### src/cmpc_pkg.sv
package cmpc_pkg;

    // Register byte addresses, each register one aligned 32-bit word.
    // Printed offsets 0x9E and 0x9F are not multiples of four, so they are indices.
    localparam logic [7:0]  IDX_CMP_LOW    = 8'h9E;
    localparam logic [7:0]  IDX_CMP_HIGH   = 8'h9F;
    localparam logic [11:0] ADDR_CMP_LOW   = {2'h0, IDX_CMP_LOW, 2'h0};
    localparam logic [11:0] ADDR_CMP_HIGH  = {2'h0, IDX_CMP_HIGH, 2'h0};
    localparam logic [11:0] ADDR_CTRL      = 12'h400;
    localparam logic [11:0] ADDR_STATUS    = 12'h404;
    localparam logic [11:0] ADDR_MASK      = 12'h408;
    localparam logic [11:0] ADDR_ACTIVE    = 12'h40C;

    // Field positions
    localparam int CTRL_MODE_LSB  = 0;
    localparam int CTRL_MODE_MSB  = 1;
    localparam int CTRL_COM_LSB   = 2;
    localparam int CTRL_COM_MSB   = 3;
    localparam int STAT_MATCH_BIT = 0;
    localparam int STAT_LOAD_BIT  = 1;

    // Reset values
    localparam logic [7:0]  CMP_BYTE_RESET = 8'h00;
    localparam logic [15:0] CMP_RESET      = 16'h0000;
    localparam logic [3:0]  CTRL_RESET     = 4'h0;
    localparam logic [1:0]  IRQ_RESET      = 2'h0;

    // Bus responses
    localparam logic [1:0] RESP_OKAY   = 2'h0;
    localparam logic [1:0] RESP_SLVERR = 2'h2;

    // Waveform mode select
    typedef enum logic [1:0] {
        MODE_NORMAL = 2'b00,
        MODE_CTC    = 2'b01,
        MODE_PWM_FAST = 2'b10,
        MODE_PWM_PC = 2'b11
    } wave_mode_e;

    // Output action on match
    localparam logic [1:0] COM_NONE   = 2'h0;
    localparam logic [1:0] COM_TOGGLE = 2'h1;
    localparam logic [1:0] COM_CLEAR  = 2'h2;
    localparam logic [1:0] COM_SET    = 2'h3;

endpackage

### src/cmpc_top.sv
// Overview of operation
// The low and high compare bytes form one 16-bit compare value.
// Software reaches the 16-bit value through two byte-wide accesses.
// Software writes the high byte first and the low byte second.
// Software reads the low byte first and the high byte second.
// The active compare value is compared against the counter on every counting step.
// A match raises the interrupt flag and drives the waveform output pin.
// In PWM modes software writes land in a buffer, not the active value.
// In normal and clear-on-match modes writes reach the active value immediately.
// The buffer loads the active value only at counter top or bottom.
// With buffering on, byte accesses target the buffer.
// With buffering off, byte accesses target the active value.
// A high write waits in a temp latch until the low write; a low read loads the latch.
//
// The AXI4-Lite interface to the registers was chosen for this implementation.
`timescale 1ns/10ps
`default_nettype none

module cmpc_top (
    input  wire logic        CLK,
    input  wire logic        ARST_N,
    input  wire logic        CE,
    // Timer side
    input  wire logic [15:0] COUNT,
    input  wire logic        COUNT_STEP,
    input  wire logic        COUNT_AT_TOP,
    input  wire logic        COUNT_AT_BOTTOM,
    output logic             MATCH,
    output logic             COMPARE_C_OUTPUT_PIN,
    output logic             IRQ,
    // AXI4-Lite slave
    input  wire logic [11:0] AWADDR,
    input  wire logic        AWVALID,
    output logic             AWREADY,
    input  wire logic [31:0] WDATA,
    input  wire logic [3:0]  WSTRB,
    input  wire logic        WVALID,
    output logic             WREADY,
    output logic [1:0]       BRESP,
    output logic             BVALID,
    input  wire logic        BREADY,
    input  wire logic [11:0] ARADDR,
    input  wire logic        ARVALID,
    output logic             ARREADY,
    output logic [31:0]      RDATA,
    output logic [1:0]       RRESP,
    output logic             RVALID,
    input  wire logic        RREADY
);

    ////////////////////////////////////////////////////////////////////////////////
    // Declarations

    logic [11:0] awaddr_ff;
    logic        aw_got_ff;
    logic [7:0]  wbyte_ff;
    logic        wlane_ff;
    logic        w_got_ff;
    logic [3:0]  ctrl_ff;
    logic [1:0]  status_ff;
    logic [1:0]  mask_ff;
    logic [7:0]  temp_ff;
    logic [15:0] active_ff;
    logic [15:0] buffer_ff;
    logic        pin_ff;
    logic        wr_fire;
    logic        wr_lane_ok;
    logic        rd_fire;
    logic        buffered;
    logic        wr_low;
    logic        wr_high;
    logic        rd_low;
    logic        rd_status;
    logic        hit;
    logic        load_evt;
    logic [15:0] cpu_view;
    logic [15:0] nxt_cmp;
    logic        cmp_load;
    logic [7:0]  nxt_temp;
    logic [31:0] nxt_rdata;
    logic [1:0]  nxt_rresp;
    logic [1:0]  nxt_status;

    assign buffered = (ctrl_ff[cmpc_pkg::CTRL_MODE_MSB:cmpc_pkg::CTRL_MODE_LSB]
                       == cmpc_pkg::MODE_PWM_FAST)
                   || (ctrl_ff[cmpc_pkg::CTRL_MODE_MSB:cmpc_pkg::CTRL_MODE_LSB]
                       == cmpc_pkg::MODE_PWM_PC);

    ////////////////////////////////////////////////////////////////////////////////
    // AXI4-Lite write channel

    assign wr_fire    = aw_got_ff && w_got_ff && !BVALID;
    assign wr_lane_ok = wlane_ff;
    assign wr_low     = CE && wr_fire && wr_lane_ok && (awaddr_ff == cmpc_pkg::ADDR_CMP_LOW);
    assign wr_high    = CE && wr_fire && wr_lane_ok && (awaddr_ff == cmpc_pkg::ADDR_CMP_HIGH);

    always_ff @(posedge CLK or negedge ARST_N) begin
        if (!ARST_N) begin
            AWREADY   <= 1'b0;
            aw_got_ff <= 1'b0;
            awaddr_ff <= 12'h000;
        end else if (CE) begin
            AWREADY <= !aw_got_ff && AWVALID && !AWREADY;
            if (AWVALID && AWREADY) begin
                aw_got_ff <= 1'b1;
                awaddr_ff <= {AWADDR[11:2], 2'h0};
            end else if (wr_fire) begin
                aw_got_ff <= 1'b0;
            end
        end
    end

    always_ff @(posedge CLK or negedge ARST_N) begin
        if (!ARST_N) begin
            WREADY   <= 1'b0;
            w_got_ff <= 1'b0;
            wbyte_ff <= 8'h00;
            wlane_ff <= 1'b0;
        end else if (CE) begin
            WREADY <= !w_got_ff && WVALID && !WREADY;
            if (WVALID && WREADY) begin
                w_got_ff <= 1'b1;
                wbyte_ff <= WDATA[7:0];
                wlane_ff <= WSTRB[0];
            end else if (wr_fire) begin
                w_got_ff <= 1'b0;
            end
        end
    end

    always_ff @(posedge CLK or negedge ARST_N) begin
        if (!ARST_N) begin
            BVALID <= 1'b0;
            BRESP  <= cmpc_pkg::RESP_OKAY;
        end else if (CE) begin
            if (wr_fire) begin
                BVALID <= 1'b1;
                case (awaddr_ff)
                    cmpc_pkg::ADDR_CMP_LOW,
                    cmpc_pkg::ADDR_CMP_HIGH,
                    cmpc_pkg::ADDR_CTRL,
                    cmpc_pkg::ADDR_STATUS,
                    cmpc_pkg::ADDR_MASK,
                    cmpc_pkg::ADDR_ACTIVE: BRESP <= cmpc_pkg::RESP_OKAY;
                    default:               BRESP <= cmpc_pkg::RESP_SLVERR;
                endcase
            end else if (BREADY) begin
                BVALID <= 1'b0;
            end
        end
    end

    always_ff @(posedge CLK or negedge ARST_N) begin
        if (!ARST_N) begin
            ctrl_ff <= cmpc_pkg::CTRL_RESET;
            mask_ff <= cmpc_pkg::IRQ_RESET;
        end else if (CE && wr_fire && wr_lane_ok) begin
            if (awaddr_ff == cmpc_pkg::ADDR_CTRL) begin
                ctrl_ff <= wbyte_ff[3:0];
            end
            if (awaddr_ff == cmpc_pkg::ADDR_MASK) begin
                mask_ff <= wbyte_ff[1:0];
            end
        end
    end

    ////////////////////////////////////////////////////////////////////////////////
    // Compare value, temp latch and double buffer

    assign cpu_view = buffered ? buffer_ff : active_ff;
    assign nxt_cmp  = {temp_ff, wbyte_ff};

    always_comb begin
        nxt_temp = temp_ff;
        if (wr_high) begin
            nxt_temp = wbyte_ff;
        end else if (rd_low) begin
            nxt_temp = cpu_view[15:8];
        end
    end

    always_ff @(posedge CLK or negedge ARST_N) begin
        if (!ARST_N) begin
            temp_ff <= cmpc_pkg::CMP_BYTE_RESET;
        end else if (CE) begin
            temp_ff <= nxt_temp;
        end
    end

    assign load_evt = buffered && COUNT_STEP && (COUNT_AT_TOP || COUNT_AT_BOTTOM);
    assign cmp_load = (wr_low && !buffered) || load_evt;

    cmpc_byte_reg u_active_lo (
        .clk    (CLK),
        .arst_n (ARST_N),
        .en     (CE),
        .load   (cmp_load),
        .d      (load_evt ? buffer_ff[7:0] : nxt_cmp[7:0]),
        .q      (active_ff[7:0])
    );

    cmpc_byte_reg u_active_hi (
        .clk    (CLK),
        .arst_n (ARST_N),
        .en     (CE),
        .load   (cmp_load),
        .d      (load_evt ? buffer_ff[15:8] : nxt_cmp[15:8]),
        .q      (active_ff[15:8])
    );

    // Buffer takes every low-byte write; only visible to the compare in PWM modes
    always_ff @(posedge CLK or negedge ARST_N) begin
        if (!ARST_N) begin
            buffer_ff <= cmpc_pkg::CMP_RESET;
        end else if (CE && wr_low) begin
            buffer_ff <= nxt_cmp;
        end
    end

    ////////////////////////////////////////////////////////////////////////////////
    // Compare, output pin and interrupt

    assign hit = COUNT_STEP && (COUNT == active_ff);

    always_ff @(posedge CLK or negedge ARST_N) begin
        if (!ARST_N) begin
            MATCH  <= 1'b0;
            pin_ff <= 1'b0;
        end else if (CE) begin
            MATCH <= hit;
            if (hit) begin
                case (ctrl_ff[cmpc_pkg::CTRL_COM_MSB:cmpc_pkg::CTRL_COM_LSB])
                    cmpc_pkg::COM_TOGGLE: pin_ff <= !pin_ff;
                    cmpc_pkg::COM_CLEAR:  pin_ff <= 1'b0;
                    cmpc_pkg::COM_SET:    pin_ff <= 1'b1;
                    default:              pin_ff <= pin_ff;
                endcase
            end
        end
    end

    assign COMPARE_C_OUTPUT_PIN = pin_ff;

    assign rd_status = CE && rd_fire && (ARADDR[11:2] == cmpc_pkg::ADDR_STATUS[11:2]);

    always_comb begin
        nxt_status = status_ff;
        if (rd_status) begin
            nxt_status = 2'h0;
        end
        if (hit) begin
            nxt_status[cmpc_pkg::STAT_MATCH_BIT] = 1'b1;
        end
        if (load_evt) begin
            nxt_status[cmpc_pkg::STAT_LOAD_BIT] = 1'b1;
        end
    end

    always_ff @(posedge CLK or negedge ARST_N) begin
        if (!ARST_N) begin
            status_ff <= cmpc_pkg::IRQ_RESET;
            IRQ       <= 1'b0;
        end else if (CE) begin
            status_ff <= nxt_status;
            IRQ       <= |(nxt_status & mask_ff);
        end
    end

    ////////////////////////////////////////////////////////////////////////////////
    // AXI4-Lite read channel

    assign rd_fire = ARVALID && ARREADY;
    assign rd_low  = CE && rd_fire && (ARADDR[11:2] == cmpc_pkg::ADDR_CMP_LOW[11:2]);

    always_comb begin
        nxt_rresp = cmpc_pkg::RESP_OKAY;
        nxt_rdata = 32'h0000_0000;
        case ({ARADDR[11:2], 2'h0})
            cmpc_pkg::ADDR_CMP_LOW:  nxt_rdata[7:0]  = cpu_view[7:0];
            cmpc_pkg::ADDR_CMP_HIGH: nxt_rdata[7:0]  = temp_ff;
            cmpc_pkg::ADDR_CTRL:     nxt_rdata[3:0]  = ctrl_ff;
            cmpc_pkg::ADDR_STATUS:   nxt_rdata[1:0]  = status_ff;
            cmpc_pkg::ADDR_MASK:     nxt_rdata[1:0]  = mask_ff;
            cmpc_pkg::ADDR_ACTIVE:   nxt_rdata[15:0] = active_ff;
            default:                 nxt_rresp       = cmpc_pkg::RESP_SLVERR;
        endcase
    end

    always_ff @(posedge CLK or negedge ARST_N) begin
        if (!ARST_N) begin
            ARREADY <= 1'b0;
            RVALID  <= 1'b0;
            RDATA   <= 32'h0000_0000;
            RRESP   <= cmpc_pkg::RESP_OKAY;
        end else if (CE) begin
            ARREADY <= ARVALID && !ARREADY && !RVALID;
            if (rd_fire) begin
                RVALID <= 1'b1;
                RDATA  <= nxt_rdata;
                RRESP  <= nxt_rresp;
            end else if (RREADY) begin
                RVALID <= 1'b0;
            end
        end
    end

    ////////////////////////////////////////////////////////////////////////////////
    // Assertions

    AST_MATCH_FOLLOWS_HIT: assert property (@(posedge CLK) disable iff (!ARST_N)
        CE && COUNT_STEP && COUNT == active_ff |=> MATCH)
        else $error("Match pulse missing after counter equals compare");

    AST_NO_MATCH_WITHOUT_STEP: assert property (@(posedge CLK) disable iff (!ARST_N)
        CE && !COUNT_STEP |=> !MATCH)
        else $error("Match without a counting step");

    AST_MATCH_SETS_FLAG: assert property (@(posedge CLK) disable iff (!ARST_N)
        CE && hit |=> status_ff[cmpc_pkg::STAT_MATCH_BIT])
        else $error("Match flag not set");

    AST_TOGGLE_PIN: assert property (@(posedge CLK) disable iff (!ARST_N)
        CE && hit && ctrl_ff[3:2] == cmpc_pkg::COM_TOGGLE |=> pin_ff != $past(pin_ff))
        else $error("Pin did not toggle on match");

    AST_PWM_WRITE_HELD: assert property (@(posedge CLK) disable iff (!ARST_N)
        buffered && !load_evt |=> active_ff == $past(active_ff))
        else $error("Active value changed outside load point in PWM");

    AST_DIRECT_WRITE: assert property (@(posedge CLK) disable iff (!ARST_N)
        wr_low && !buffered |=> active_ff == $past(nxt_cmp))
        else $error("Direct write did not reach active value");

    AST_LOAD_AT_EDGE: assert property (@(posedge CLK) disable iff (!ARST_N)
        CE && load_evt |=> active_ff == $past(buffer_ff))
        else $error("Buffer not transferred at top or bottom");

    AST_HIGH_HELD_IN_TEMP: assert property (@(posedge CLK) disable iff (!ARST_N)
        wr_high && !load_evt |=> temp_ff == $past(wbyte_ff) ##0 active_ff == $past(active_ff))
        else $error("High byte write not held in temp");

    AST_LOW_READ_CAPTURES: assert property (@(posedge CLK) disable iff (!ARST_N)
        rd_low && !wr_high |=> temp_ff == $past(cpu_view[15:8]))
        else $error("Low read did not capture high byte");

    AST_READ_ANSWER: assert property (@(posedge CLK) disable iff (!ARST_N)
        CE && rd_fire |=> RVALID)
        else $error("Read answer missing");

endmodule

`default_nettype wire

### src/cmpc_byte_reg.sv
`timescale 1ns/10ps
`default_nettype none

module cmpc_byte_reg (
    input  wire logic       clk,
    input  wire logic       arst_n,
    input  wire logic       en,
    input  wire logic       load,
    input  wire logic [7:0] d,
    output var  logic [7:0] q
);

    always_ff @(posedge clk or negedge arst_n) begin
        if (!arst_n) begin
            q <= cmpc_pkg::CMP_BYTE_RESET;
        end else if (en && load) begin
            q <= d;
        end
    end

endmodule

`default_nettype wire

### config.mk
export PLATFORM = sky130hd
export DESIGN_NAME = cmpc_top
export DESIGN_NICKNAME = d
export VERILOG_FILES = /design/src/cmpc_pkg.sv /design/src/cmpc_top.sv /design/src/cmpc_byte_reg.sv
export SDC_FILE = /design/constraint.sdc
export NUM_CORES = 1
export LEC_CHECK = 0
export BUFFER_PORTS_ARGS = -buffer_cell sky130_fd_sc_hd__buf_2
export CELL_PAD_IN_SITES_DETAIL_PLACEMENT = 0
export CELL_PAD_IN_SITES_GLOBAL_PLACEMENT = 1
export CORE_MARGIN = 10
export CORE_UTILIZATION = 44
export DETAILED_ROUTE_END_ITERATION = 6
export HOLD_SLACK_MARGIN = 0.08
export PLACE_DENSITY_LB_ADDON = 0.1
export RECOVER_POWER = 25
export SETUP_SLACK_MARGIN = 0.3
export SLEW_MARGIN = 0
export SYNTH_ARGS = -nofsm -noshare
export SYNTH_HDL_FRONTEND = slang
export SYNTH_SLANG_ARGS = --single-unit
### constraint.sdc
create_clock -name CLK -period 4.3 [get_ports CLK]
set_clock_uncertainty 0.2 [all_clocks]
set_input_delay 0 -clock CLK [delete_from_list [all_inputs] [get_ports CLK]]
set_output_delay 0 -clock CLK [all_outputs]
set_load 0.02 [all_outputs]
==> results of run 1 <==
## per-stage QoR
stage / utilization / hold WS (ns) / cells / worst slack [ns]
final: 0.559 / 0.111 / 689 / 0.803
after global routing: 0.559 / 0.149 / 689 / 0.625
after CTS: 0.562 / 0.0997 / 689 / 0.791
after detailed placement: 0.492 / -0.0767 / 618 / 1.57
after global placement: 0.492 / -0.0777 / 618 / 1.57
after floorplan: - / -0.496 / 437 / 2.25
## cells in the mapped netlist, types with 4 or more instances
master	number
xnor2_1	16
o21a_1	20
clkbuf_1	8
nand2_1	52
o21ai_0	21
inv_1	7
o22a_1	16
mux2_2	48
buf_4	19
nand3_1	21
mux2i_1	9
dfrtp_1	95
nand4_1	4
a22o_1	12
nor2_1	12
buf_2	9
## cells by family (layout without fill, tap and decap cells)
group	after synthesis	in the layout	synth area share
AND/OR/NAND/NOR	117	117	0.133
flip-flops	95	95	0.508
AO/OA/AOI/OAI	89	89	0.138
multiplexers	57	57	0.135
buffers and inverters	45	161	0.0569
XOR/XNOR	16	16	0.0299
other	1	18	0.000801
## routing by layer
layer / vias to the layer above / share of wire / routed length, um / track usage
met5: - / 0 / 0 / 0
met4: 0 / 0.015 / 185 / 0.0611
met3: 16 / 0.067 / 824 / 0.0328
met2: 107 / 0.46 / 5700 / 0.269
met1: 1773 / 0.45 / 5600 / 0.213
li1: 1738 / - / - / -
## power groups by stage
stage	clock network [mW]	registers [mW]	logic, mW
floorplan	0	1.19	0.247
global placement	0	1.21	0.361
detailed placement	0	1.21	0.369
CTS	0.526	1.20	0.419
global route	0.562	1.22	0.454
finish	0.507	1.20	0.407
## cell type report
cell class / instances / share of cell area
clock inverter: 2 / 0.00173
inverter: 7 / 0.00454
sequential: 95 / 0.410
multi-input combinational: 297 / 0.362
clock buffer: 11 / 0.0244
tap: 136 / 0.0294
timing repair buffer: 141 / 0.167
## placed cells by master (no fill, tap or decap), types with 2 or more instances in the layout
master	Yosys	routed
o21ai_1	3	3
nand2_1	52	52
xnor2_1	16	16
dfrtp_1	95	95
nor2_1	12	12
nor3b_1	1	2
buf_2	9	54
and3_1	2	2
a22oi_1	2	2
or4b_4	2	2
dlygate4sd3_1	0	58
o21ai_0	21	21
clkbuf_1	8	27
clkinv_2	0	2
nor3_1	3	3
mux2i_1	9	9
nor4_1	3	3
nor2b_1	2	2
o2bb2ai_1	3	3
clkbuf_8	0	10
a21oi_1	3	3
and2_1	2	2
nand4_1	4	4
conb_1	1	18
a22o_1	12	12
nand3_1	21	21
o211ai_1	2	2
inv_1	7	7
mux2_2	48	48
buf_4	19	2
o22a_1	16	16
o21a_1	20	20
## how the worst max path moves through the flow
stage | startpoint | to | slack [ns] | depth (start not counted)
floorplan | awaddr_ff[7] | ctrl_ff[0] | 2.25 | 5
global placement | ARREADY | temp_ff[7] | 1.57 | 5
detailed placement | ARREADY | temp_ff[5] | 1.57 | 5
CTS | u_active_hi.q[3] | MATCH | 0.79 | 8
global route | u_active_lo.q[2] | IRQ | 0.63 | 9
finish | u_active_lo.q[2] | IRQ | 0.80 | 9
## tightest hold or removal path, delay by kind of cell
kind	cells	cell delay, ns
AND/OR/NAND/NOR	2	0.14
buffers and inverters	1	0.11
AO/OA/AOI/OAI	3	0.37
## state kept, by name, indices dropped and copies added (netlist names), 2 cells and up
register       cells
status_ff          2
RDATA             16
awaddr_ff         10
u_active_hi.q      8
mask_ff            2
buffer_ff         16
u_active_lo.q      8
wbyte_ff           8
ctrl_ff            4
temp_ff            8
==> key figures, run 1 <==
Outcome
  – Status: finished clean

Synth
  – Top cells by area, synth: dfrtp_1, mux2_2, nand2_1
  – Cells after Synth: 420
  – Asr flop ratio synth: 1.00
  – Cell taking the most area after synthesis: dfrtp_1
  – Library cells used by synthesis: 49
  – Number of synthesized register bits: 95
  – Most common flop cell mapped by yosys: dfrtp_1
  – Area share of the largest cell type after synthesis: 0.508
  – Ys Warns: 0
  – Post-synthesis sequential area ratio: 0.508
  – Mapped Avg Cell Area: between 10 and 15 um^2
  – Post-synth EDFFs: 0
  – Post-synthesis cell area: 4680 um^2

Pwr
  – Worst-case vdd ir drop: 0.000242 V
  – Int Pwr: 1.47 mW
  – Clock power share: 0.240
  – Comb power frac: 0.193
  – Seq pwr share: 0.567
  – Sw Ratio: 0.301
  – PwrDens: approximately 360 nW/um^2
  – Psw: 0.636 mW
  – Total power: 2.11 mW
  – Leakage: roughly 2.6 nW

Timing
  – Worst slew margin: 0.0760
  – Fin. Hold Viols: 0
  – Slew of the pin with the lowest slew margin: between 1 and 1.5 ns
  – Max-slew violation count: 0
  – Fmax: ~0.29 GHz
  – RSZ-0062 raised after global routing: no
  – Sum Neg Setup Slack: 0 ns
  – Post-layout min period: 3.50 ns
  – Final-report setup violation count: 0
  – Period utilization: 0.813

Global route
  – Total congestion overflow: 0
  – Antenna violations before repair: 0
  – Largest net degree at the start of global routing: 55
  – Number of global-route vias before repair: 3809
  – Gr usage total: 0.165
  – First-pass GRT wire length: ~20000 um

Setup path
  – Slowest cell on crit path: dlygate4sd3_1
  – Worst endpoint data arrival time: 3.60 ns
  – Reg2Reg Launch Point: u_active_lo.q[2]
  – Critical Path Max Stage Delay: 0.59 ns
  – Cell mode on critical path: dlygate4sd3_1
  – Type of origin of the critical path: flip-flop
  – FF-to-FF path depth: 9
  – Endpoint class of the critical path: flip-flop
  – Crit-path cells: xnor2_1 -> nand3_1 -> dlygate4sd3_1 -> nor2_1 -> dlygate4sd3_1 -> nand3_1 -> dlygate4sd3_1 -> nand2_1 -> dlygate4sd3_1
  – CP bufs+invs: 4
  – R2R setup slack: 0.80 ns
  – R2R Path End: IRQ
  – Crit-path leading delay family: buffers and inverters
  – Crit path kind: flip-flop to flip-flop
  – Critical Path RT: 4.40 ns
  – Crit Path Max Fanout: 3

Drt
  – DR vias/cell: 5.27
  – Routed Antenna Nets: 0
  – # DRC: 0
  – Wirelength per Cell: about 18 um
  – Drt pass-1 iters: 5
  – Post-Route WL: 12300 um
  – Total number of vias: 3634
  – DRT iter0 DRCs: 258

Placed design
  – Port bufs: 81
  – Dpl cell area: a little over 5000 um^2
  – GP Congestion: 0.808
  – Detailed Place HPWL: 8510 um

CTS
  – Post-CTS sizing: 0
  – # hold bufs at CTS: 58
  – Setup Buffers After CTS: 0
  – CTS Buf Count: 9
  – CTS Buffer Depth: 2
  – CTS Root Buffer Type: clkbuf_8
  – Worst-Skew Late Latency: 0.36 ns
  – Clock-pin slew on the worst setup and hold paths: 0.09 ns
  – Clock sinks: 95
  – CTS tree: built
  – H-Tree Depth: 3

Floorplan
  – Die ar.: 15200 um^2
  – Initial Util: 0.452
  – Row cnt: 37
  – I/O pins: between 100 and 150
  – Core box area: 10400 um^2
  – Die Y: 123 um
  – Die W: 123 um

Finish
  – N_diodes: 0
  – FF+latch area: about 2400 um^2
  – Multi-input logic area: 2100 um^2
  – Share of layout cells above drive strength 1: 0.230
  – Filler instances: 958
  – Area grow syn2layout: 23.7%
  – Layout Nets: about 640
  – Finished Cell Area: 5790 um^2

Min path
  – Worst hold endpoint: RDATA[3]
  – WHS Path Cells: 6
  – Worst hold-check path type: primary input to flip-flop
  – Worst Hold Launch: ARADDR[6]

Job
  – Max cap viols: 0
Note: power is estimated with default switching activity, not from simulation.
==> run 2: changes to the inputs <==
--- a/config.mk
+++ b/config.mk
@@ -5,11 +5,12 @@
 export SDC_FILE = /design/constraint.sdc
 export NUM_CORES = 1
 export LEC_CHECK = 0
+export ABC_AREA = 1
 export BUFFER_PORTS_ARGS = -buffer_cell sky130_fd_sc_hd__buf_2
 export CELL_PAD_IN_SITES_DETAIL_PLACEMENT = 0
 export CELL_PAD_IN_SITES_GLOBAL_PLACEMENT = 1
 export CORE_MARGIN = 10
-export CORE_UTILIZATION = 44
+export CORE_UTILIZATION = 39
 export DETAILED_ROUTE_END_ITERATION = 6
 export HOLD_SLACK_MARGIN = 0.08
 export PLACE_DENSITY_LB_ADDON = 0.1
==> constraint.sdc (replaced) <==
create_clock -name CLK -period 3.4 [get_ports CLK]
set_clock_uncertainty 0.2 [all_clocks]
set_input_delay 0 -clock CLK [delete_from_list [all_inputs] [get_ports CLK]]
set_output_delay 0 -clock CLK [all_outputs]
set_load 0.02 [all_outputs]
==> run 2 against run 1 <==
The run now ends with capacitance limit, slew limit left. Critical endpoint is now RDATA[0]. Critical path type is now primary input to flip-flop. Global-route usage fell by 0.58 points. Critical path depth rose by 2. Hold slack lost 0.025 ns. Sequential share of layout area decreased by 5.6 points. Via count rose by 37%.
==> key figures, run 2 <==
Timing
  – Fmax: roughly 0.38 GHz
  – Smallest setup slack after layout: 0.760 ns
  – Worst slew margin: -0.241
  – Period utilization: 0.776
  – Sum Neg Setup Slack: 0 ns
  – RSZ-0062 raised after global routing: no
  – Slew of the pin with the lowest slew margin: 1.86 ns
  – Final-report setup violation count: 0
  – Post-layout min period: ~2.6 ns
  – Max-slew violation count: 75
  – Fin. Hold Viols: 0

Placed design
  – GP Congestion: 0.868
  – DP Worst Slack: 1.34 ns
  – Detailed Place HPWL: 11200 um
  – Port bufs: 81
  – Placed cell count: 978

Drt
  – Drt pass-1 iters: 6
  – Routed Antenna Nets: 0
  – Post-Route WL: 15200 um
  – DR vias/cell: 4.79
  – Wirelength per Cell: ~15 um
  – DRT iter0 DRCs: 266
  – Total number of vias: 4982
  – # DRC: 0

Synth
  – Top cells by count, synth: nand2_1, dfrtp_1, inv_1, nor2_1, nand3_1
  – Number of synthesized register bits: 95
  – Post-synth EDFFs: 0
  – Asr flop ratio synth: 1.00
  – Mapped Avg Cell Area: around 7.4 um^2
  – Area share of the largest cell type after synthesis: 0.435
  – Post-synthesis cell area: 5470 um^2
  – Top cells by area, synth: dfrtp_1, nand2_1, inv_1
  – Cells after Synth: 737
  – Ys Warns: 0
  – Count leader, synth: nand2_1
  – Cell taking the most area after synthesis: dfrtp_1
  – Most common flop cell mapped by yosys: dfrtp_1
  – Post-synthesis sequential area ratio: 0.435
  – Library cells used by synthesis: 38

Pwr
  – Int Pwr: 2.22 mW
  – Comb power frac: 0.199
  – Psw: 0.999 mW
  – PwrDens: 481 nW/um^2
  – Sw Ratio: 0.310
  – Leakage: 3.40 nW
  – Clock power share: 0.358
  – Seq pwr share: 0.442
  – Total power: 3.22 mW
  – Worst-case vdd ir drop: 0.000399 V

Floorplan
  – I/O pins: 131
  – Row cnt: between 40 and 50
  – Core box area: 13800 um^2
  – Die Y: 138 um
  – Die ar.: 19200 um^2
  – Initial Util: 0.395
  – Die W: 138 um

CTS
  – CTS Buffer Depth: 2
  – Worst-Skew Late Latency: 0.35 ns
  – H-Tree Depth: 3
  – CTS Buf Count: 9
  – CTS tree: built
  – Clock sinks: 95
  – Setup Buffers After CTS: 0
  – CTS Root Buffer Type: clkbuf_16
  – Clock-pin slew on the worst setup and hold paths: 0.07 ns
  – Post-CTS sizing: 0

Finish
  – Filler instances: 1412
  – Most frequent cells in the layout: nand2_1, dfrtp_1, inv_1, nor2_1, nand3_1
  – N_diodes: 0
  – Commonest non-fill, non-tap cell in the layout: nand2_1
  – Area grow syn2layout: 22.5%
  – Layout Nets: between 900 and 1000
  – Post-layout util: 0.485
  – Largest regs: RDATA (16), buffer_ff (16), awaddr_ff (10)
  – Share of layout cells above drive strength 1: 0.145
  – Final non-filler cell total: 1040

Global route
  – Largest net degree at the start of global routing: 75
  – Number of global-route vias before repair: 4936
  – Gr usage total: 0.159
  – Antenna violations before repair: 0
  – First-pass GRT wire length: between 20000 and 30000 um
  – Total congestion overflow: 0

Min path
  – WHS Path Cells: 8
  – Worst hold-check path type: primary input to flip-flop
  – Worst hold endpoint: IRQ
  – Worst Hold Launch: COUNT[8]

Setup path
  – Type of origin of the critical path: primary input
  – Reg2Reg Launch Point: u_active_hi.q[5]
  – FF-to-FF path depth: 12
  – Critical Path RT: 3.49 ns
  – R2R setup slack: 0.85 ns
  – Crit path kind: primary input to flip-flop
  – R2R Path End: COMPARE_C_OUTPUT_PIN
  – CP startpoint: ARADDR[11]
  – Crit Path Max Fanout: 12
  – Endpoint class of the critical path: flip-flop
  – Worst endpoint data arrival time: 2.73 ns

Outcome
  – Failing checks: capacitance limit, slew limit
  – Status: complete, but fails checks

Job
  – Max cap viols: 1
run 2: cell types whose count changed after synthesis, moves of 12 or more:
cell / delta
nand2_1: +183
inv_1: +73
nor2_1: +47
mux2_2: -40
nand3_1: +34
a21oi_1: +22
o21ai_1: +22
o21a_1: -20
o22a_1: -16
nand4_1: +14
xnor2_1: -14
a22o_1: -12
run 2: through the flow:
step                hold WS (ns)  instance area, um^2
floorplan                 -0.496                 5530
global placement         0.00742                 5940
detailed placement        0.0131                 5940
CTS                       0.0891                 6740
global route               0.133                 6700
finish                    0.0856                 6700
run 2: area by class of cell:
type / count / area [um^2] / share of cell area
flip-flops and latches: 95 / 2380 / 0.355
clock inverters: 5 / 86.3 / 0.0129
inverters: 87 / 329 / 0.0491
clock buffers: 11 / 253 / 0.0377
repair buffers: 134 / 886 / 0.132
well taps: 180 / 225 / 0.0336
multi-input cells: 528 / 2540 / 0.380
run 2: layer usage:
layer / GRT usage / up-vias / share of wire
met2: 0.247 / 114 / 0.44
met5: 0 / - / 0
met4: 0.0483 / 0 / 0.011
li1: - / 2571 / -
met3: 0.0336 / 14 / 0.041
met1: 0.218 / 2283 / 0.51
run 2: worst max-delay path, cell delays in order:
cell and delay (ns):
dlygate4sd3_1 0.54, buf_2 0.15, nor2_4 0.16, dlygate4sd3_1 0.84, nand4_1 0.13, dlygate4sd3_1 0.58, nand2_1 0.07, inv_1 0.04
nand2_1 0.09, nand2_1 0.06, nand2_1 0.07
run 2: worst max-delay path by stage:
| stage | endpoint | slack, ns | cells after the start |
|---|---|---|---|
| floorplan | u_active_hi.q[6] | 1.69 | 11 |
| global placement | temp_ff[0] | 1.39 | 10 |
| detailed placement | temp_ff[7] | 1.34 | 10 |
| CTS | RDATA[0] | 0.79 | 11 |
| global route | RDATA[0] | 0.70 | 11 |
| finish | RDATA[0] | 0.76 | 11 |
run 2: logic make-up (layout without fill, tap and decap cells):
logic type | count (synthesis) | after routing | share of synthesized area
compound gates | 102 | 102 | 0.112
xor+xnor | 2 | 2 | 0.00320
buf+inv | 131 | 237 | 0.112
flops | 95 | 95 | 0.435
mux | 8 | 8 | 0.0165
other cells | 1 | 18 | 0.000686
simple gates | 398 | 398 | 0.321
run 2: power by group through the flow:
stage / combinational, mW / clock (mW) / sequential (mW)
4_1_cts: 0.651 / 1.18 / 1.42
3_5_place_dp: 0.603 / 0 / 1.44
5_1_grt: 0.727 / 1.23 / 1.45
6_report: 0.641 / 1.15 / 1.42
3_3_place_gp: 0.589 / 0 / 1.44
2_1_floorplan: 0.400 / 0 / 1.45
run 2: repair_timing:
item | CTS | global route
hold endpoints to repair | 132 | 0
hold buffers | 46 | 0
setup endpoints to repair | 0 | 0
